[src/cas_pkg.sv]
// Purpose: shared constants and types for the cell alert status summary block
// Assumes: apb register bus, 32-bit data, one aligned word per register
// Notes:   offsets are byte addresses
package cas_pkg;

  // ----------------------------------------------------------------------
  // register offsets
  // ----------------------------------------------------------------------
  localparam logic [7:0] ADDR_ALERT_STATUS = 8'h00;
  localparam logic [7:0] ADDR_SCAN_CTRL    = 8'h04;
  localparam logic [7:0] ADDR_MSMTCH_THR   = 8'h08;
  localparam logic [7:0] ADDR_IRQ_STATUS   = 8'h0c;
  localparam logic [7:0] ADDR_IRQ_MASK     = 8'h10;

  // ----------------------------------------------------------------------
  // field positions
  // ----------------------------------------------------------------------
  localparam int BIT_SCAN_ALERT   = 15;
  localparam int BIT_RESET_ALERT  = 14;
  localparam int BIT_MSMTCH_ALERT = 13;
  localparam int BIT_OVER_SUM     = 12;
  localparam int BIT_UNDER_SUM    = 11;
  localparam int BIT_SCAN_REQ     = 0;
  localparam int BIT_SCAN_DONE    = 1;
  localparam int IRQ_SCAN         = 0;
  localparam int IRQ_MSMTCH       = 1;
  localparam int IRQ_OVER         = 2;
  localparam int IRQ_UNDER        = 3;
  localparam int IRQ_RESET        = 4;
  localparam int IRQ_W            = 5;
  localparam int CELLS            = 14;

  // ----------------------------------------------------------------------
  // reset values
  // ----------------------------------------------------------------------
  localparam logic              RESET_ALERT_RST = 1'b1;
  localparam logic [15:0]       MSMTCH_THR_RST  = 16'h0100;
  localparam logic [IRQ_W-1:0]  IRQ_MASK_RST    = 5'h00;
  localparam logic [IRQ_W-1:0]  IRQ_STATUS_RST  = 5'h10;

  // ----------------------------------------------------------------------
  // types
  // ----------------------------------------------------------------------
  typedef struct packed {
    logic [CELLS:1] adc_cell_over_flags;
    logic [CELLS:1] comparator_cell_over_flags;
    logic [CELLS:1] adc_cell_under_flags;
    logic [CELLS:1] comparator_cell_under_flags;
  } cas_cell_flags_t;

  typedef struct packed {
    logic [15:0] vmax;
    logic [15:0] vmin;
  } cas_extremes_t;

  typedef enum logic [1:0] {
    SCAN_IDLE,
    SCAN_BUSY,
    SCAN_DONE
  } cas_scan_state_t;

endpackage : cas_pkg

[src/cas_sum_bit.sv]
// Purpose: summary alert bit, set from any flag, removed at acquisition
// Assumes: acq is a one-cycle pulse from the measurement engines
// Notes:   a flag present in the acquisition cycle keeps the bit set
`timescale 1ns/10ps
`default_nettype none
module cas_sum_bit #(
  parameter int W = 28
) (
  input  wire logic         clk,
  input  wire logic         rst_n,
  input  wire logic [W-1:0] flags,
  input  wire logic         acq,
  output var  logic         sum_q
);

  always_ff @(posedge clk or negedge rst_n) begin
    if (!rst_n) begin
      sum_q <= 1'b0;
    end else if (|flags) begin
      sum_q <= 1'b1;
    end else if (acq) begin
      sum_q <= 1'b0;
    end
  end

endmodule : cas_sum_bit
`default_nettype wire

[src/cas_irq.sv]
// Purpose: sticky interrupt status with mask and level output
// Assumes: clr comes from the cycle in which a read captures the status
// Notes:   a new event in the clearing cycle survives the clear
`timescale 1ns/10ps
`default_nettype none
module cas_irq #(
  parameter int               W   = 5,
  parameter logic [W-1:0]     RST = '0
) (
  input  wire logic         clk,
  input  wire logic         rst_n,
  input  wire logic [W-1:0] events,
  input  wire logic [W-1:0] mask,
  input  wire logic         clr,
  output var  logic [W-1:0] status_q,
  output var  logic         irq_q
);

  always_ff @(posedge clk or negedge rst_n) begin
    if (!rst_n) begin
      status_q <= RST;
    end else begin
      status_q <= (clr ? '0 : status_q) | events;
    end
  end

  always_ff @(posedge clk or negedge rst_n) begin
    if (!rst_n) begin
      irq_q <= 1'b0;
    end else begin
      irq_q <= |(status_q & mask);
    end
  end

endmodule : cas_irq
`default_nettype wire

[src/cas_alert_status.sv]
// Purpose: device alert status register, bits 15 to 11, behind an apb slave
// Assumes: measurement engines deliver flags, extremes and an acquisition pulse
// Notes:   bits 10 to 0 of the alert status read as zero in this block
//
// Register access over APB and the placing of the registers were decided locally.
`timescale 1ns/10ps
`default_nettype none

// How it works
// - reset alert set by power-on reset; write zero clears, write one ignored
// - mismatch alert set when highest minus lowest cell exceeds threshold
// - overvoltage summary is OR of all adc and comparator cell over flags
// - overvoltage summary removed only at acquisition once resolved; not writable
// - undervoltage summary is OR of all adc and comparator cell under flags
module cas_alert_status (
  input  wire logic                     pclk,
  input  wire logic                     presetn,
  input  wire logic                     psel,
  input  wire logic                     penable,
  input  wire logic                     pwrite,
  input  wire logic [7:0]               paddr,
  input  wire logic [31:0]              pwdata,
  input  wire logic [3:0]               pstrb,
  output var  logic [31:0]              prdata,
  output var  logic                     pready,
  output var  logic                     pslverr,
  input  wire cas_pkg::cas_cell_flags_t cell_flags,
  input  wire cas_pkg::cas_extremes_t   extremes,
  input  wire logic                     acq_valid,
  output var  logic                     scan_start,
  output var  logic [15:0]              device_alert_status,
  output var  logic                     irq
);

  // ----------------------------------------------------------------------
  // bus slave
  // ----------------------------------------------------------------------
  logic                          pready_q;
  logic                          pslverr_q;
  logic [31:0]                   prdata_q;
  logic                          access;
  logic                          done;
  logic                          wr;
  logic                          hit;
  logic [31:0]                   rd_d;
  logic                          reset_alert_q;
  logic                          msmtch_q;
  logic                          over_q;
  logic                          under_q;
  logic [15:0]                   thr_q;
  logic [cas_pkg::IRQ_W-1:0]     mask_q;
  logic [cas_pkg::IRQ_W-1:0]     irq_status;
  logic [cas_pkg::IRQ_W-1:0]     events;
  logic                          irq_q;
  logic                          scan_start_q;
  logic [15:0]                   status_q;
  logic [15:0]                   status_d;
  logic                          scan_complete_flag;
  logic                          reset_clr;
  logic                          rd_irq;
  logic                          msmtch_now;
  logic                          over_any;
  logic                          under_any;
  logic                          over_prev_q;
  logic                          under_prev_q;
  logic                          msmtch_prev_q;
  logic                          scan_prev_q;
  cas_pkg::cas_scan_state_t      scan_state_q;

  // one wait state: pready rises in the second access cycle, so read data
  // comes from a register and no combinational path reaches the bus
  assign access = psel & penable & ~pready_q;
  assign done   = psel & penable & pready_q;
  assign wr     = done & pwrite;

  always_comb begin
    hit  = 1'b1;
    rd_d = 32'h0000_0000;
    if (paddr == cas_pkg::ADDR_ALERT_STATUS) begin
      rd_d[15:0] = status_d;
    end else if (paddr == cas_pkg::ADDR_SCAN_CTRL) begin
      rd_d[cas_pkg::BIT_SCAN_REQ]  = (scan_state_q == cas_pkg::SCAN_BUSY);
      rd_d[cas_pkg::BIT_SCAN_DONE] = scan_complete_flag;
    end else if (paddr == cas_pkg::ADDR_MSMTCH_THR) begin
      rd_d[15:0] = thr_q;
    end else if (paddr == cas_pkg::ADDR_IRQ_STATUS) begin
      rd_d[cas_pkg::IRQ_W-1:0] = irq_status;
    end else if (paddr == cas_pkg::ADDR_IRQ_MASK) begin
      rd_d[cas_pkg::IRQ_W-1:0] = mask_q;
    end else begin
      hit = 1'b0;
    end
  end

  always_ff @(posedge pclk or negedge presetn) begin
    if (!presetn) begin
      pready_q  <= 1'b0;
      pslverr_q <= 1'b0;
      prdata_q  <= 32'h0000_0000;
    end else begin
      pready_q  <= access;
      pslverr_q <= access & ~hit;
      if (access && !pwrite) begin
        prdata_q <= rd_d;
      end
    end
  end

  assign prdata  = prdata_q;
  assign pready  = pready_q;
  assign pslverr = pslverr_q;

  // ----------------------------------------------------------------------
  // software controls
  // ----------------------------------------------------------------------
  always_ff @(posedge pclk or negedge presetn) begin
    if (!presetn) begin
      thr_q <= cas_pkg::MSMTCH_THR_RST;
    end else if (wr && paddr == cas_pkg::ADDR_MSMTCH_THR) begin
      if (pstrb[0]) begin
        thr_q[7:0] <= pwdata[7:0];
      end
      if (pstrb[1]) begin
        thr_q[15:8] <= pwdata[15:8];
      end
    end
  end

  always_ff @(posedge pclk or negedge presetn) begin
    if (!presetn) begin
      mask_q <= cas_pkg::IRQ_MASK_RST;
    end else if (wr && paddr == cas_pkg::ADDR_IRQ_MASK && pstrb[0]) begin
      mask_q <= pwdata[cas_pkg::IRQ_W-1:0];
    end
  end

  // ----------------------------------------------------------------------
  // scan control
  // ----------------------------------------------------------------------
  always_ff @(posedge pclk or negedge presetn) begin
    if (!presetn) begin
      scan_state_q <= cas_pkg::SCAN_IDLE;
      scan_start_q <= 1'b0;
    end else begin
      scan_start_q <= 1'b0;
      case (scan_state_q)
        cas_pkg::SCAN_IDLE: begin
          if (wr && paddr == cas_pkg::ADDR_SCAN_CTRL && pwdata[cas_pkg::BIT_SCAN_REQ]) begin
            scan_state_q <= cas_pkg::SCAN_BUSY;
            scan_start_q <= 1'b1;
          end
        end
        cas_pkg::SCAN_BUSY: begin
          if (acq_valid) begin
            scan_state_q <= cas_pkg::SCAN_DONE;
          end
        end
        cas_pkg::SCAN_DONE: begin
          if (wr && paddr == cas_pkg::ADDR_SCAN_CTRL && pwdata[cas_pkg::BIT_SCAN_REQ]) begin
            scan_state_q <= cas_pkg::SCAN_BUSY;
            scan_start_q <= 1'b1;
          end else if (wr && paddr == cas_pkg::ADDR_SCAN_CTRL
                       && !pwdata[cas_pkg::BIT_SCAN_DONE]) begin
            scan_state_q <= cas_pkg::SCAN_IDLE;
          end
        end
        default: begin
          scan_state_q <= cas_pkg::SCAN_IDLE;
        end
      endcase
    end
  end

  // the scan alert has no storage of its own, so it cannot disagree
  assign scan_complete_flag = (scan_state_q == cas_pkg::SCAN_DONE);

  // ----------------------------------------------------------------------
  // alert bits
  // ----------------------------------------------------------------------
  assign reset_clr = wr && paddr == cas_pkg::ADDR_ALERT_STATUS && pstrb[1]
                     && !pwdata[cas_pkg::BIT_RESET_ALERT];

  // presetn stands for the power-on reset; nothing else sets the bit
  always_ff @(posedge pclk or negedge presetn) begin
    if (!presetn) begin
      reset_alert_q <= cas_pkg::RESET_ALERT_RST;
    end else if (reset_clr) begin
      reset_alert_q <= 1'b0;
    end
  end

  // the difference is only formed when the extremes are ordered
  assign msmtch_now = (extremes.vmax > extremes.vmin)
                      && ((extremes.vmax - extremes.vmin) > thr_q);

  always_ff @(posedge pclk or negedge presetn) begin
    if (!presetn) begin
      msmtch_q <= 1'b0;
    end else if (acq_valid) begin
      msmtch_q <= msmtch_now;
    end
  end

  assign over_any  = |{cell_flags.adc_cell_over_flags, cell_flags.comparator_cell_over_flags};
  assign under_any = |{cell_flags.adc_cell_under_flags,
                       cell_flags.comparator_cell_under_flags};

  // software writes never reach these two instances
  cas_sum_bit #(.W(2*cas_pkg::CELLS)) u_over_sum (
    .clk   (pclk),
    .rst_n (presetn),
    .flags ({cell_flags.adc_cell_over_flags, cell_flags.comparator_cell_over_flags}),
    .acq   (acq_valid),
    .sum_q (over_q)
  );

  cas_sum_bit #(.W(2*cas_pkg::CELLS)) u_under_sum (
    .clk   (pclk),
    .rst_n (presetn),
    .flags ({cell_flags.adc_cell_under_flags, cell_flags.comparator_cell_under_flags}),
    .acq   (acq_valid),
    .sum_q (under_q)
  );

  always_comb begin
    status_d                            = 16'h0000;
    status_d[cas_pkg::BIT_SCAN_ALERT]   = scan_complete_flag;
    status_d[cas_pkg::BIT_RESET_ALERT]  = reset_alert_q;
    status_d[cas_pkg::BIT_MSMTCH_ALERT] = msmtch_q;
    status_d[cas_pkg::BIT_OVER_SUM]     = over_q;
    status_d[cas_pkg::BIT_UNDER_SUM]    = under_q;
  end

  always_ff @(posedge pclk or negedge presetn) begin
    if (!presetn) begin
      status_q <= 16'h4000;
    end else begin
      status_q <= status_d;
    end
  end

  assign device_alert_status = status_q;
  assign scan_start          = scan_start_q;

  // ----------------------------------------------------------------------
  // interrupts
  // ----------------------------------------------------------------------
  always_ff @(posedge pclk or negedge presetn) begin
    if (!presetn) begin
      over_prev_q   <= 1'b0;
      under_prev_q  <= 1'b0;
      msmtch_prev_q <= 1'b0;
      scan_prev_q   <= 1'b0;
    end else begin
      over_prev_q   <= over_q;
      under_prev_q  <= under_q;
      msmtch_prev_q <= msmtch_q;
      scan_prev_q   <= scan_complete_flag;
    end
  end

  always_comb begin
    events                      = '0;
    events[cas_pkg::IRQ_SCAN]   = scan_complete_flag & ~scan_prev_q;
    events[cas_pkg::IRQ_MSMTCH] = msmtch_q & ~msmtch_prev_q;
    events[cas_pkg::IRQ_OVER]   = over_q & ~over_prev_q;
    events[cas_pkg::IRQ_UNDER]  = under_q & ~under_prev_q;
    events[cas_pkg::IRQ_RESET]  = 1'b0;
  end

  // clear in the cycle in which read data is captured, so an event landing between
  // capture and completion is kept for the next read instead of being lost
  assign rd_irq = access & ~pwrite & (paddr == cas_pkg::ADDR_IRQ_STATUS);

  cas_irq #(.W(cas_pkg::IRQ_W), .RST(cas_pkg::IRQ_STATUS_RST)) u_irq (
    .clk      (pclk),
    .rst_n    (presetn),
    .events   (events),
    .mask     (mask_q),
    .clr      (rd_irq),
    .status_q (irq_status),
    .irq_q    (irq_q)
  );

  assign irq = irq_q;

  // ----------------------------------------------------------------------
  // checks
  // ----------------------------------------------------------------------
  a_reset_alert_clear: assert property (@(posedge pclk) disable iff (!presetn)
    $fell(reset_alert_q) |-> $past(reset_clr))
    else $error("reset alert fell without a write of zero");

  a_reset_alert_w1: assert property (@(posedge pclk) disable iff (!presetn)
    (wr && paddr == cas_pkg::ADDR_ALERT_STATUS && pwdata[cas_pkg::BIT_RESET_ALERT])
    |=> $stable(reset_alert_q))
    else $error("write of one changed the reset alert");

  a_mismatch_set: assert property (@(posedge pclk) disable iff (!presetn)
    (acq_valid && msmtch_now) |=> msmtch_q ##1 status_q[cas_pkg::BIT_MSMTCH_ALERT])
    else $error("mismatch alert missing after acquisition");

  a_over_or: assert property (@(posedge pclk) disable iff (!presetn)
    over_any |=> over_q ##1 status_q[cas_pkg::BIT_OVER_SUM])
    else $error("overvoltage summary missed a cell flag");

  a_over_hold: assert property (@(posedge pclk) disable iff (!presetn)
    $fell(over_q) |-> $past(acq_valid) && !$past(over_any))
    else $error("overvoltage summary removed outside a clean acquisition");

  a_under_or: assert property (@(posedge pclk) disable iff (!presetn)
    under_any |=> under_q ##1 status_q[cas_pkg::BIT_UNDER_SUM])
    else $error("undervoltage summary missed a cell flag");

  a_scan_copy: assert property (@(posedge pclk) disable iff (!presetn)
    (scan_state_q == cas_pkg::SCAN_BUSY && acq_valid)
    |=> scan_complete_flag ##1 status_q[cas_pkg::BIT_SCAN_ALERT])
    else $error("scan alert did not follow completion");

  a_scan_busy_zero: assert property (@(posedge pclk) disable iff (!presetn)
    $rose(scan_start_q) |-> !status_d[cas_pkg::BIT_SCAN_ALERT])
    else $error("scan alert set while a scan runs");

endmodule : cas_alert_status
`default_nettype wire

[config.mk]
export PLATFORM = sky130hd
export DESIGN_NAME = cas_alert_status
export DESIGN_NICKNAME = d
export VERILOG_FILES = /design/src/cas_pkg.sv /design/src/cas_sum_bit.sv /design/src/cas_irq.sv /design/src/cas_alert_status.sv
export SDC_FILE = /design/constraint.sdc
export NUM_CORES = 1
export LEC_CHECK = 0
export BUFFER_PORTS_ARGS = -buffer_cell sky130_fd_sc_hd__buf_2
export CORE_MARGIN = 2
export CORE_UTILIZATION = 43
export DETAILED_ROUTE_END_ITERATION = 16
export PLACE_DENSITY = 0.88
export SYNTH_ARGS = -nofsm -noshare
export SYNTH_HDL_FRONTEND = slang
export SYNTH_SLANG_ARGS = --single-unit
[constraint.sdc]
create_clock -name pclk -period 2 [get_ports pclk]
set_clock_uncertainty 0.15 [all_clocks]
set_input_delay 0.3 -clock pclk [delete_from_list [all_inputs] [get_ports pclk]]
set_output_delay 0.3 -clock pclk [all_outputs]
set_load 0.05 [all_outputs]
; Word level (Yosys, flattened, before mapping)
; Cells that the tools add are included.
; W data, S select, Z words.
[word_totals]
ff_bits = 61
output_inout_bits = 52
[op_classes]
n_reduce_logical = 25
n_mux = 23
add_sub_neg = 1
order_cmp = 2
n_eq_ne = 9
n_bitwise = 20
[ops]
columns = operator, n
row1 = $reduce_or A28 Y1, 2
row2 = $gt A16 B16 Y1, 2
row3 = $mux W5, 4
row4 = $eq A8 B4 Y1 const B, 2
row5 = $mux W16, 1
row6 = $sub A16 B16 Y16, 1
row7 = $mux W14, 1
row8 = $and A1 B1 Y1, 11
row9 = $logic_and A1 B1 Y1, 11
row10 = $mux W11, 1
row11 = $mux W1, 10
row12 = $mux W2, 5
row13 = $eq A8 B3 Y1 const B, 1
row14 = $eq A8 B5 Y1 const B, 1
row15 = $logic_not A8 Y1, 1
row16 = $not A1 Y1, 7
row17 = $pmux W2 S3, 1
row18 = $and A5 B5 Y5, 1
row19 = $or A5 B4 Y5, 1
row20 = $reduce_or A5 Y1, 1
row21 = $ne A2 B2 Y1 const B, 2
row22 = $reduce_and A2 Y1, 2
row23 = $reduce_bool A2 Y1, 2
row24 = $logic_not A1 Y1, 3
row25 = other kinds (6), 6

; Logic depth before layout (Yosys ltp)
[logic_depth]
depth_word = 8
depth_mapped = 16

; Modules after synthesis
; Synthesis repeated with hierarchy kept, for this count alone.
[unflattened]
hier_cells = 433
area_unflattened_um2 = 4062.6
[modules_own_cells]
columns = module, seq_area_each_um2, instances, cells_per_inst, area_each_um2
row1 = cas_alert_status, 1229.9, 1, 392, 3611.0
row2 = cas_sum_bit, 25.0, 2, 13, 118.9
row3 = cas_irq, 151.4, 1, 15, 214.0

; Least setup slack after synthesis
; No wires, ideal clock.
[synth_timing]
kind = input to register
start = input extremes[16] (netlist bit)
end = register msmtch_q
stages = 15
arrival_time_ns = 2.800
required_ns = 1.728
path_buffers = 0
slack_ns = -1.072
cell_sequence = inv_1 -> ha_1 -> fa_1 -> nor2b_1 -> o211ai_1 -> a311oi_1 -> o21ai_0 -> a21oi_1 -> nor2_1 -> ha_1 -> and3_1 -> nand4_1 -> nor3_1 -> nor3_1 -> a32o_1
[synth_between]
elab_chain_len = 3
elab_cells_between_ends = 4
cone_classes = add/sub: 1 / order compare: 2 / reduce/logical: 1
[synth_lines]
columns = item, line
row1 = start: declaration, cas_alert_status.sv:28  ; input wire cas_pkg::cas_extremes_t extremes,
row2 = $sub A16 B16 Y16, cas_alert_status.sv:194  ; && ((extremes.vmax - extremes.vmin) > thr_q);
row3 = $gt A16 B16 Y1, cas_alert_status.sv:194
row4 = $logic_and A1 B1 Y1 *, cas_alert_status.sv:194
row5 = end signal: assignment, cas_alert_status.sv:200  ; msmtch_q <= msmtch_now;
row6 = end: declaration, cas_alert_status.sv:47  ; logic msmtch_q;
; Mark *: on every way between the ends. The rest lies on a longest branch, timed or not.
; A chain may end at the register's enable or synchronous reset.

; Worst setup path in the final report
[layout_timing]
start = input extremes[0] (netlist bit)
end = register msmtch_q
; The elaborated chain is that of the path after synthesis.

==> impl_metrics.json <==
{
  "ant_nets": 0,
  "vias": 4006,
  "grt-ovfl-total": 0,
  "cts_root_buffer": "clkbuf_8",
  "synthCells": 447,
  "rows": 35,
  "drt_iter0_drc": 251,
  "n_antenna_cell": 0,
  "io_pins": 190,
  "cts.reportedPaths.clkPinSlew_ns": 0.07,
  "yosys.area.top_type": "dfrtp_1",
  "numCtsBuffers": 9,
  "hold_class": "input pin to register",
  "cts_sinks": 57,
  "rsz0062_at_grt": "yes",
  "hold-worst-slack_ns": 0.0220,
  "grt_pass1_vias": 4019,
  "post-route-period-util_pct": 146,
  "cp-start-kind": "input pin",
  "die-area_um2": 10000,
  "synth_area_leaders": "dfrtp_1 (33%), ha_1 (10%), buf_4 (6.2%)",
  "grt_pass1_wl_mm": 18.5,
  "drive_above_1_share_pct": 38.6,
  "outcome": "finished, violations left",
  "netlist-cell-type-count": 57,
  "reg2reg_slack_ns": -0.02,
  "hold_viol": 0,
  "min_period_ns": 2.92,
  "cts_max_level": 3,
  "cap_violations": 0,
  "antenna_found_initial": 0,
  "yosys_register_bits": 57,
  "yosysSeqAreaShare_pct": 36.1,
  "synth_async_sr_flop_share_pct": 100,
  "cp_num_buf_inv": 1,
  "drc": 0,
  "dr.pass1.iters": 6,
  "dpl.hpwl_mm": 9.10,
  "synth_area_um2": 3970,
  "cpPeakStageDelay_ns": 0.37,
  "fill_cells": 797,
  "fin_ws_ns": -0.919,
  "crit_type": "input pin to register",
  "start_util_pct": 43.6,
  "tritoncts": "done",
  "gp_congestion": 0.891,
  "die_h_um": 100,
  "synth_top_area_share_pct": 33.4,
  "yosys-top-cells-count": "dfrtp_1 (53), nand2_1 (49), inv_1 (46)",
  "wl_per_cell_um": 15.0,
  "leakage_nw": 2.84,
  "syn_to_final_growth_pct": 33.7,
  "ctsLongestPathBuffers": 2,
  "path_cells": "buf_2 -> ha_1 -> fa_2 -> nor2b_2 -> o211ai_1 -> a311oi_2 -> o21ai_2 -> nand4_1 -> nand3b_1 -> ha_1 -> and3_4 -> nand4_1 -> nor3_2 -> nor3_1 -> a32o_1",
  "port_buffers": 144,
  "grt_max_degree": 36,
  "slew_headroom_pct": 63.9,
  "die_x_um": 100,
  "via_per_inst": 5.30,
  "crit_slowest_cell": "fa_2",
  "wl_mm": 11.3,
  "failed_checks": "setup timing",
  "arrival_ns": 3.01,
  "setup_viol": 1,
  "grt.total_usage_pct": 23.4,
  "avgSynthCellArea_um2": 8.88,
  "crit_fanout": 4,
  "yosys_warnings": 0,
  "max_freq_ghz": 0.343,
  "tightestPinTransition_ns": 0.541,
  "synth_most_common_cell": "dfrtp_1",
  "maxSlewViolCount": 0,
  "clk_latency_ns": 0.35,
  "layout.nets": 811,
  "power_density_nw_per_um2": 579,
  "post_cts_buffers": 0,
  "stdcell_area_um2": 5310,
  "synth_edf_count": 0,
  "place_area_um2": 5100,
  "core_area_um2": 9110,
  "worstSetupEndpointType": "register",
  "path_delay_family": "adder cells",
  "synth_flop_cell": "dfrtp_1",
  "worstPathRequired_ns": 2.09,
  "ir_drop_mv": 0.296
}
-- flip-flops by register name, summed over array words and instances (netlist names), 2 cells and up --
| name | count |
|---|---|
| mask_q | 5 |
| thr_q | 16 |
| device_alert_status | 5 |
| u_irq.status_q | 5 |
| scan_state_q | 2 |
| prdata | 16 |
-- worst min-delay path, cell delays in order --
cell and delay, ns:
buf_2 0.08, nand2_1 0.04, o21ai_0 0.06
-- what timing repair did --
action                                  in CTS  in global routing
endpoints found under the setup margin       1                  1
pin swaps                                    3                  2
gates resized for setup                      5                  3
endpoints found under the hold margin       22                  0
hold buffers                                 1                  0
-- layout make-up --
type / count / area, um2 / share of cell area [%]
tap: 111 / 139 / 2.62
clock buffer: 12 / 145 / 2.73
inverter: 46 / 173 / 3.25
sequential: 57 / 1430 / 27.0
multi-input combinational: 326 / 2230 / 42.0
clock inverter: 4 / 20.0 / 0.377
timing repair buffer: 200 / 1170 / 22.0
-- cell families after synthesis --
kind of cell,count (synthesis),synth area share [%]
other,1,0.0945
buffers and inverters,90,12.1
multiplexers,13,4.44
AO/OA/AOI/OAI,88,14.5
flip-flops,57,36.1
XOR/XNOR,10,2.21
adder cells (fa/ha/maj),33,10.6
AND/OR/NAND/NOR,155,20.0
-- cell usage in the layout (no fill, tap or decap), types with 5 or more instances in the layout --
master / count
a221oi_1: 5
a21o_1: 6
conb_1: 27
nand2_1: 49
a21oi_1: 18
xnor2_1: 8
nand4_1: 9
ha_1: 32
buf_2: 144
mux2_4: 12
clkbuf_8: 10
dfrtp_1: 53
nand3_1: 11
o21ai_0: 23
inv_1: 46
nor2_1: 31
nor2b_1: 6
nor4_1: 16
buf_4: 53
nor3_1: 7
-- power breakdown --
group / internal (W) / switching (W)
combinational: 0.000387 / 0.000571
sequential: 0.00118 / 0.0000196
clock: 0.000474 / 0.000441
-- per-stage QoR --
step                TNS [ns]  worst slack (ns)  power (W)  instances  util, %
finish                -0.919            -0.919    0.00307        756     58.3
global route           -1.07             -1.07    0.00324        756     58.3
floorplan              -3.07            -0.875    0.00181        473        -
detailed placement     -6.26             -1.39    0.00215        739     56.0
global placement       -4.92             -1.21    0.00212        739     56.0
CTS                   -0.927            -0.927    0.00308        756     58.2
-- routing by layer --
metal | GRT usage, % | routed length, um | up-vias
li1 | - | - | 1902
met1 | 27.0 | 4390 | 1889
met2 | 41.1 | 5830 | 178
met3 | 5.92 | 714 | 37
met4 | 10.2 | 372 | 0
met5 | 0 | 0 | -
-- final timing paths --
| path | start | endpoint | cells past startpoint |
|---|---|---|---|
| max | extremes[0] | msmtch_q | 15 |
| min | pwdata[12] | thr_q[12] | 3 |
| max reg2reg | thr_q[1] | msmtch_q | 8 |
| min reg2reg | reset_alert_q | device_alert_status[14] | 0 |
| max in group asynchronous | presetn | thr_q[8] | 3 |
| min in group asynchronous | presetn | prdata[2] | 2 |
Power figures use the tool's default switching activity.
